### src/rtl/flash_ctl_pkg.sv
// shared constants and types for the flash program/erase control block
package flash_ctl_pkg;

  // register byte offsets
  localparam logic [7:0] OFS_CONTROL = 8'h00;
  localparam logic [7:0] OFS_STATUS = 8'h04;
  localparam logic [7:0] OFS_BLOCK = 8'h08;
  localparam logic [7:0] OFS_POWER = 8'h0c;
  localparam logic [7:0] OFS_ACCESS = 8'h10;
  localparam logic [7:0] OFS_FAULT_CAUSE = 8'h14;

  // control register field positions
  localparam int BIT_PROG = 0;
  localparam int BIT_ERASE = 1;
  localparam int BIT_WCHECK = 2;
  localparam int BIT_ECHECK = 3;
  localparam int BIT_WSETUP = 4;
  localparam int BIT_ESETUP = 5;
  localparam int BIT_PERMIT = 6;
  localparam int BIT_TOP = 7;

  // block select field
  localparam int BLOCK_BITS = 5;
  localparam int BIT_LARGE = 4;

  // reset values
  localparam logic [7:0] RST_BYTE = 8'h00;
  localparam logic [BLOCK_BITS-1:0] RST_BLOCK = 5'h00;

  // array geometry
  localparam logic [14:0] SMALL_SIZE = 15'h0400;
  localparam logic [14:0] LARGE_BASE = 15'h1000;
  localparam logic [14:0] LARGE_LAST = 15'h7fff;
  localparam logic [14:0] UNIT_MASK = 15'h007f;

  // fault cause codes
  localparam logic [1:0] CAUSE_NONE = 2'h0;
  localparam logic [1:0] CAUSE_SEQ = 2'h1;
  localparam logic [1:0] CAUSE_ARRAY = 2'h2;

  // array operating state
  typedef enum logic [2:0]
  {
    ST_IDLE = 3'b000,
    ST_WSETUP = 3'b001,
    ST_PROGRAM = 3'b010,
    ST_WCHECK = 3'b011,
    ST_ESETUP = 3'b100,
    ST_ERASE = 3'b101,
    ST_ECHECK = 3'b110,
    ST_PROTECT = 3'b111
  } array_state_t;

  // erase target range handed to the array
  typedef struct packed
  {
    logic valid;
    logic [14:0] first;
    logic [14:0] last;
  } erase_range_t;

endpackage

### src/rtl/block_range_decode.sv
// erase block select to address range decoder
`timescale 1ns/1ps
module block_range_decode
#(
  parameter int BLOCKS = 5
)
(
  // one-hot block select
  input wire logic [BLOCKS-1:0] sel,
  // decoded range
  output flash_ctl_pkg::erase_range_t range
);

  logic [14:0] small_first;

  // small block base from lowest set bit
  always_comb
  begin
    small_first = '0;
    for (int i = BLOCKS - 2; i >= 0; i--)
    begin
      if (sel[i])
      begin
        small_first = 15'(flash_ctl_pkg::SMALL_SIZE * i);
      end
    end
  end

  // range select; large block wins if set
  always_comb
  begin
    range.valid = |sel;
    if (sel[flash_ctl_pkg::BIT_LARGE])
    begin
      range.first = flash_ctl_pkg::LARGE_BASE;
      range.last = flash_ctl_pkg::LARGE_LAST;
    end
    else
    begin
      range.first = small_first;
      range.last = small_first + flash_ctl_pkg::SMALL_SIZE - 15'h0001;
    end
  end

endmodule

### src/rtl/flash_program_erase_control.sv
// flash program/erase control registers and array sequencing state
//
// Functional notes
// - write_permit enables program/erase; when clear, other bits cannot be set
// - erase_setup bit enters erase setup state; clearing cancels it
// - write_setup bit enters program setup state; clearing cancels it
// - erase_check bit enters erase-verify mode; clearing leaves it
// - write_check bit enters program-verify mode; clearing leaves it
// - erase mode only with erase, write_permit and erase_setup all set
// - program mode only with program, write_permit and write_setup set
// - reserved bits of all six registers read as zero
// - operation_fault set on program/erase error; forces protection
// - block select forced to zero while write_permit is clear
// - more than one block select bit set clears the whole register
// - block_sel_large selects 1000 to 7fff for erase
// - block_sel_0..3 each select one 1-kbyte block from 0000 to 0fff
// - powerdown_inhibit clear lets subactive entry power down the array
// - power-down only partly halts supply; array stays readable
// - ctrl_reg_gate set permits access to the four control registers
// - all defined bits reset to zero
// - program in 128-byte aligned units; erase one block at a time
`timescale 1ns/1ps
module flash_program_erase_control
(
  // clock and reset
  input wire logic sys_clk,
  input wire logic rst_b,
  // apb slave
  input wire logic psel,
  input wire logic penable,
  input wire logic pwrite,
  input wire logic [7:0] paddr,
  input wire logic [31:0] pwdata,
  output logic [31:0] prdata,
  output logic pready,
  output logic pslverr,
  // array side events and status
  input wire logic array_error,
  input wire logic subactive_mode,
  input wire logic [14:0] program_addr,
  // array controls
  output flash_ctl_pkg::array_state_t array_state,
  output flash_ctl_pkg::erase_range_t erase_range,
  output logic array_powerdown,
  output logic array_readable
);

  ////////////////////////////////////////////////////////////////////
  // register state

  logic [7:0] ctrl_q;
  logic [7:0] ctrl_d;
  logic fault_q;
  logic fault_d;
  logic [1:0] cause_q;
  logic [1:0] cause_d;
  logic [flash_ctl_pkg::BLOCK_BITS-1:0] block_q;
  logic [flash_ctl_pkg::BLOCK_BITS-1:0] block_d;
  logic inhibit_q;
  logic gate_q;
  logic [31:0] rdata_d;
  flash_ctl_pkg::array_state_t state_d;
  flash_ctl_pkg::array_state_t state_q;

  ////////////////////////////////////////////////////////////////////
  // bus decode

  wire access_w = psel && penable && pwrite;
  wire setup_rd = psel && !penable && !pwrite;
  wire hit_ctrl = paddr == flash_ctl_pkg::OFS_CONTROL;
  wire hit_stat = paddr == flash_ctl_pkg::OFS_STATUS;
  wire hit_block = paddr == flash_ctl_pkg::OFS_BLOCK;
  wire hit_power = paddr == flash_ctl_pkg::OFS_POWER;
  wire hit_access = paddr == flash_ctl_pkg::OFS_ACCESS;
  wire hit_cause = paddr == flash_ctl_pkg::OFS_FAULT_CAUSE;
  wire hit_any = hit_ctrl || hit_stat || hit_block || hit_power ||
    hit_access || hit_cause;
  wire gated = gate_q;
  wire wr_ctrl = access_w && hit_ctrl && gated;
  wire wr_block = access_w && hit_block && gated;
  wire wr_power = access_w && hit_power && gated;
  wire wr_access = access_w && hit_access;
  wire [7:0] wbyte = pwdata[7:0];

  // zero-wait slave; unmapped address flags an error
  assign pready = 1'b1;
  assign pslverr = psel && penable && !hit_any;

  ////////////////////////////////////////////////////////////////////
  // control register next value

  wire permit_next = wr_ctrl ? wbyte[flash_ctl_pkg::BIT_PERMIT] :
    ctrl_q[flash_ctl_pkg::BIT_PERMIT];

  always_comb
  begin
    ctrl_d = ctrl_q;
    if (wr_ctrl)
    begin
      ctrl_d = wbyte;
      ctrl_d[flash_ctl_pkg::BIT_TOP] = 1'b0;
      if (!wbyte[flash_ctl_pkg::BIT_PERMIT])
      begin
        ctrl_d = flash_ctl_pkg::RST_BYTE;
      end
    end
  end

  ////////////////////////////////////////////////////////////////////
  // block select next value

  always_comb
  begin
    block_d = block_q;
    if (wr_block)
    begin
      block_d = wbyte[flash_ctl_pkg::BLOCK_BITS-1:0];
      if ($countones(block_d) > 1)
      begin
        block_d = flash_ctl_pkg::RST_BLOCK;
      end
    end
    if (!permit_next)
    begin
      block_d = flash_ctl_pkg::RST_BLOCK;
    end
  end

  ////////////////////////////////////////////////////////////////////
  // fault flag; hardware set only, no software clear

  wire prog_active = state_q == flash_ctl_pkg::ST_PROGRAM;
  wire erase_active = state_q == flash_ctl_pkg::ST_ERASE;
  wire unit_ok;
  wire bad_erase = erase_active && !erase_range.valid;
  wire bad_prog = prog_active && !unit_ok;

  always_comb
  begin
    fault_d = fault_q;
    cause_d = cause_q;
    if (!fault_q && (prog_active || erase_active))
    begin
      if (array_error)
      begin
        fault_d = 1'b1;
        cause_d = flash_ctl_pkg::CAUSE_ARRAY;
      end
      else if (bad_erase || bad_prog)
      begin
        fault_d = 1'b1;
        cause_d = flash_ctl_pkg::CAUSE_SEQ;
      end
    end
  end

  ////////////////////////////////////////////////////////////////////
  // array state from control bits

  wire [7:0] c = ctrl_q;

  always_comb
  begin
    state_d = flash_ctl_pkg::ST_IDLE;
    if (fault_q)
    begin
      state_d = flash_ctl_pkg::ST_PROTECT;
    end
    else if (c[flash_ctl_pkg::BIT_PERMIT])
    begin
      if (c[flash_ctl_pkg::BIT_PROG] && c[flash_ctl_pkg::BIT_WSETUP])
      begin
        state_d = flash_ctl_pkg::ST_PROGRAM;
      end
      else if (c[flash_ctl_pkg::BIT_ERASE] && c[flash_ctl_pkg::BIT_ESETUP])
      begin
        state_d = flash_ctl_pkg::ST_ERASE;
      end
      else if (c[flash_ctl_pkg::BIT_WCHECK])
      begin
        state_d = flash_ctl_pkg::ST_WCHECK;
      end
      else if (c[flash_ctl_pkg::BIT_ECHECK])
      begin
        state_d = flash_ctl_pkg::ST_ECHECK;
      end
      else if (c[flash_ctl_pkg::BIT_WSETUP])
      begin
        state_d = flash_ctl_pkg::ST_WSETUP;
      end
      else if (c[flash_ctl_pkg::BIT_ESETUP])
      begin
        state_d = flash_ctl_pkg::ST_ESETUP;
      end
    end
  end

  ////////////////////////////////////////////////////////////////////
  // read mux

  always_comb
  begin
    rdata_d = 32'h0000_0000;
    if (hit_access)
    begin
      rdata_d[flash_ctl_pkg::BIT_TOP] = gate_q;
    end
    else if (hit_cause)
    begin
      rdata_d[1:0] = cause_q;
    end
    else if (gated)
    begin
      case (1'b1)
        hit_ctrl: rdata_d[7:0] = ctrl_q;
        hit_stat: rdata_d[flash_ctl_pkg::BIT_TOP] = fault_q;
        hit_block: rdata_d[flash_ctl_pkg::BLOCK_BITS-1:0] = block_q;
        hit_power: rdata_d[flash_ctl_pkg::BIT_TOP] = inhibit_q;
        default: rdata_d = 32'h0000_0000;
      endcase
    end
  end

  ////////////////////////////////////////////////////////////////////
  // registers

  // control, block, fault
  always_ff @(posedge sys_clk or negedge rst_b)
  begin
    if (!rst_b)
    begin
      ctrl_q <= flash_ctl_pkg::RST_BYTE;
      block_q <= flash_ctl_pkg::RST_BLOCK;
      fault_q <= 1'b0;
      cause_q <= flash_ctl_pkg::CAUSE_NONE;
      state_q <= flash_ctl_pkg::ST_IDLE;
    end
    else
    begin
      ctrl_q <= ctrl_d;
      block_q <= block_d;
      fault_q <= fault_d;
      cause_q <= cause_d;
      state_q <= state_d;
    end
  end

  // power and access registers
  always_ff @(posedge sys_clk or negedge rst_b)
  begin
    if (!rst_b)
    begin
      inhibit_q <= 1'b0;
      gate_q <= 1'b0;
    end
    else
    begin
      if (wr_power)
      begin
        inhibit_q <= wbyte[flash_ctl_pkg::BIT_TOP];
      end
      if (wr_access)
      begin
        gate_q <= wbyte[flash_ctl_pkg::BIT_TOP];
      end
    end
  end

  // read data captured in setup phase
  always_ff @(posedge sys_clk or negedge rst_b)
  begin
    if (!rst_b)
    begin
      prdata <= 32'h0000_0000;
    end
    else if (setup_rd)
    begin
      prdata <= rdata_d;
    end
  end

  ////////////////////////////////////////////////////////////////////
  // outputs

  assign array_state = state_q;
  assign array_powerdown = subactive_mode && !inhibit_q;
  assign array_readable = 1'b1;

  block_range_decode #(.BLOCKS(flash_ctl_pkg::BLOCK_BITS)) u_range
  (
    .sel(block_q),
    .range(erase_range)
  );

  program_unit_check u_unit
  (
    .addr(program_addr),
    .aligned(unit_ok)
  );

  ////////////////////////////////////////////////////////////////////
  // assertions

  AST_BLOCK_ZERO: assert property (@(posedge sys_clk) disable iff (!rst_b)
    !ctrl_q[flash_ctl_pkg::BIT_PERMIT] |-> block_q == '0)
    else $error("block select nonzero without write permit");

  AST_ONE_HOT: assert property (@(posedge sys_clk) disable iff (!rst_b)
    $countones(block_q) <= 1)
    else $error("more than one erase block selected");

  AST_PERMIT_GATE: assert property (@(posedge sys_clk) disable iff (!rst_b)
    !ctrl_q[flash_ctl_pkg::BIT_PERMIT] |-> ctrl_q == 8'h00)
    else $error("control bits set without write permit");

  AST_PROG_ENTRY: assert property (@(posedge sys_clk) disable iff (!rst_b)
    (state_q == flash_ctl_pkg::ST_PROGRAM) |->
    $past(ctrl_q[flash_ctl_pkg::BIT_WSETUP]) &&
    $past(ctrl_q[flash_ctl_pkg::BIT_PROG]))
    else $error("program mode without setup and program bits");

  AST_ERASE_ENTRY: assert property (@(posedge sys_clk) disable iff (!rst_b)
    (state_q == flash_ctl_pkg::ST_ERASE) |->
    $past(ctrl_q[flash_ctl_pkg::BIT_ESETUP]) &&
    $past(ctrl_q[flash_ctl_pkg::BIT_ERASE]))
    else $error("erase mode without setup and erase bits");

  AST_PROTECT: assert property (@(posedge sys_clk) disable iff (!rst_b)
    fault_q |=> state_q == flash_ctl_pkg::ST_PROTECT)
    else $error("fault without protection state");

  AST_FAULT_SET: assert property (@(posedge sys_clk) disable iff (!rst_b)
    ((prog_active || erase_active) && array_error && !fault_q)
    |=> fault_q)
    else $error("array error did not set fault flag");

  AST_GATED_WRITE: assert property (@(posedge sys_clk) disable iff (!rst_b)
    (access_w && hit_ctrl && !gate_q) |=> $stable(ctrl_q))
    else $error("control register changed while gated");

  AST_POWERDOWN: assert property (@(posedge sys_clk) disable iff (!rst_b)
    (wr_power && wbyte[flash_ctl_pkg::BIT_TOP]) |=> !array_powerdown)
    else $error("power-down not inhibited after inhibit write");

  AST_RESERVED: assert property (@(posedge sys_clk) disable iff (!rst_b)
    (psel && penable && !pwrite && (hit_stat || hit_power || hit_access))
    |-> prdata[6:0] == 7'h00)
    else $error("reserved bits read nonzero");

endmodule

### src/rtl/program_unit_check.sv
// check that a program address starts a 128-byte unit
`timescale 1ns/1ps
module program_unit_check
(
  // start address
  input wire logic [14:0] addr,
  // aligned flag
  output logic aligned
);

  // lower seven bits zero means unit start at 00 or 80
  assign aligned = (addr & flash_ctl_pkg::UNIT_MASK) == 15'h0000;

endmodule

### config.mk
export PLATFORM = sky130hd
export DESIGN_NAME = flash_program_erase_control
export DESIGN_NICKNAME = d
export VERILOG_FILES = /design/src/rtl/flash_ctl_pkg.sv /design/src/rtl/block_range_decode.sv /design/src/rtl/flash_program_erase_control.sv /design/src/rtl/program_unit_check.sv
export SDC_FILE = /design/constraint.sdc
export NUM_CORES = 1
export LEC_CHECK = 0
export BUFFER_PORTS_ARGS = -buffer_cell sky130_fd_sc_hd__buf_2
export CAP_MARGIN = 20
export CORE_AREA = 2 2 69 71
export CTS_CLUSTER_SIZE = 40
export DETAILED_ROUTE_END_ITERATION = 6
export DIE_AREA = 0 0 71 73
export PLACE_DENSITY = 0.92
export SYNTH_ARGS = -nofsm -noshare
export SYNTH_HDL_FRONTEND = slang
export SYNTH_SLANG_ARGS = --single-unit
### constraint.sdc
create_clock -name sys_clk -period 3.06 [get_ports sys_clk]
set_clock_uncertainty 0.2 [all_clocks]
set_input_delay 0.459 -clock sys_clk [delete_from_list [all_inputs] [get_ports sys_clk]]
set_output_delay 0.459 -clock sys_clk [all_outputs]
set_load 0.01 [all_outputs]
==> flow_summary.toml <==
[clock_tree]
clk_pin_slew_ns = 0.09
cts_buffer_depth = 2
numCtsBuffers = 3
cts_tree = "done"
hold_buffers = 0
root_buffer = "clkbuf_8"
htree_levels = 1
cts_setup_buffers = 0
clk_latency_ns = 0.27
clkSinkCount = 28
cts_resized = 0

[global_route]
antenna_found_initial = 0
grtUsageTotal = 0.151
grt_pass1_vias = 1415
grt_pass1_wl_mm = 6.33
grt_max_degree = 29
overflow = 0

[power]
netSwitchingFraction = 0.243
max-vdd-ir-drop_uv = 271
power.switching_uw = 183
seqPwrFrac = 0.491
power_frac_clock = 0.385
p_int_uw = 573
pwr-share-comb = 0.124
p_leak_uw = 0.00108
power_density_nw_per_um2 = 361

[routing]
final_antenna_net_count = 0
avgRoutedWirePerCell_um = 12.1
initialDrtViolationCount = 132
drt_wl_total_mm = 3.91
dr.pass1.iters = 4
num_vias = 1564
drc = 0
viasPerCell = 4.86

[timing]
fin_ws_ns = 0.638
max_freq_mhz = 413
worst_slew_pin_slew_ns = 0.713
period_share = 0.792
min_period_ns = 2.42
hold_slack_ns = -0.0125
slew_viol_final = 0
timing.setup.tns_ns = 0
setup_viol = 0
hold_viol_final = 28
rsz0062_at_grt = "no"
slew_headroom = 0.518

[floorplan]
die_height_um = 73
die_area_um2 = 5180
rows = 25
start_util = 0.422
coreArea_um2 = 4540
num_io_pins = 132
die_x_um = 71

[critical_path]
reg2reg_from = "gate_q"
crit_path_max_fanout = 4
required_ns = 2.40
worstReg2RegEnd = "block_q[1]"
worst-setup-path-type = "reg -> out"
startpoint_type = "flop"
setup.worst_path.end_class = "primary output"
ff2ff_path_depth = 5
worst-r2r-setup-slack_ns = 0.98
cp.arrival_ns = 1.76

[yosys]
netlist_area_um2 = 1920
synth_seq_area_share = 0.366
ys_ff_latch = 28
synthArstFlopShare = 1.00
yosys.cell_types.count = 39
ys_warn_count = 0
syn_inst = 221
ys.flop_type = "dfrtp_1"
avgSynthCellArea_um2 = 8.67
synth_edf_count = 0

[finish]
layout_common_cells = "buf_2, conb_1, nand2_1"
n_antenna_cell = 0
stdcell_count = 322
drive_above_1_share = 0.246
area_growth_pct = 9.41
final_nets = 333
final_common_cell = "buf_2"

[worst_hold_path]
hp-class = "in -> async"

[outcome]
failed_checks = "negative hold slack"
status = "complete, but fails checks"

[job]
drv_cap = 0

[placed_design]
pre_cts_slack_ns = 0.618
dp_cells = 318
numPortBuffers = 51
place_hpwl_mm = 3.07
gp_congestion = 0.823
-- power by group through the flow --
stage	logic, uW	clock network, uW	registers [uW]
after floorplan	97.8	0	378
after global placement	88.9	0	378
after detailed placement	92.7	0	378
after CTS	93.5	295	371
after global routing	107	305	371
final	94.0	291	371
-- layer usage --
metal  GRT usage  vias up  share of wire
met5           0        -              0
met4      0.0629        0          0.022
met3      0.0193        9          0.069
met2       0.275       71           0.53
met1       0.178      731           0.38
li1            -      753              -
-- state kept, by name (all words and copies together) (netlist names) --
signal       count
prdata           8
c                7
block_q          5
array_state      3
cause_q          2
fault_q          1
gate_q           1
inhibit_q        1
-- synthesized netlist by cell type, types with 3 or more instances --
library cell | number | area [um2]
o21ai_0 | 15 | 75.1
clkbuf_1 | 5 | 18.8
inv_1 | 9 | 33.8
nand2_1 | 32 | 120
mux2_2 | 3 | 33.8
mux2i_1 | 4 | 40.0
a21oi_1 | 15 | 75.1
buf_4 | 50 | 375
nand4_1 | 3 | 18.8
nor2_1 | 7 | 26.3
nand3_1 | 9 | 45.0
dfrtp_1 | 28 | 701
nor2b_1 | 5 | 31.3
-- critical path, cell delays in order, from the launching register on --
cell and delay (ns):
dfrtp_1 0.43, nor2_1 0.20, nor4b_1 0.62, inv_1 0.08, buf_2 0.16
-- metrics by stage --
step	instance area [um2]	power [uW]	util
3_3_place_gp	2020	467	0.446
3_5_place_dp	2020	471	0.446
5_1_grt	2100	784	0.462
6_report	2100	756	0.462
4_1_cts	2100	759	0.462
2_1_floorplan	2090	476	-
-- cell type report --
type | count | area (um2)
clock buffer | 3 | 41.3
clock inverter | 1 | 30.0
fill | 433 | 2440
inverter | 9 | 33.8
multi-input combinational | 175 | 960
sequential | 28 | 701
tap | 54 | 67.6
timing repair buffer | 52 | 263
-- how the worst max path moves through the flow --
stage          startpoint              end  slack (ns)
2_1_floorplan   pwdata[0]       block_q[2]        0.83
3_3_place_gp    pwdata[0]       block_q[2]        0.66
3_5_place_dp    pwdata[0]       block_q[2]        0.62
4_1_cts        block_q[3]  erase_range[30]        0.61
5_1_grt        block_q[3]  erase_range[30]        0.51
6_report       block_q[3]  erase_range[30]        0.64
-- cells by family (layout without fill, tap and decap cells) --
family,Yosys count,count (layout),synth area share
other cells,2,48,0.00392
mux,7,7,0.0385
flops,28,28,0.366
simple gates,74,74,0.214
fa+ha+maj,2,2,0.0170
compound gates,44,44,0.138
buf+inv,64,65,0.223
Note: power is estimated with default switching activity, not from simulation.
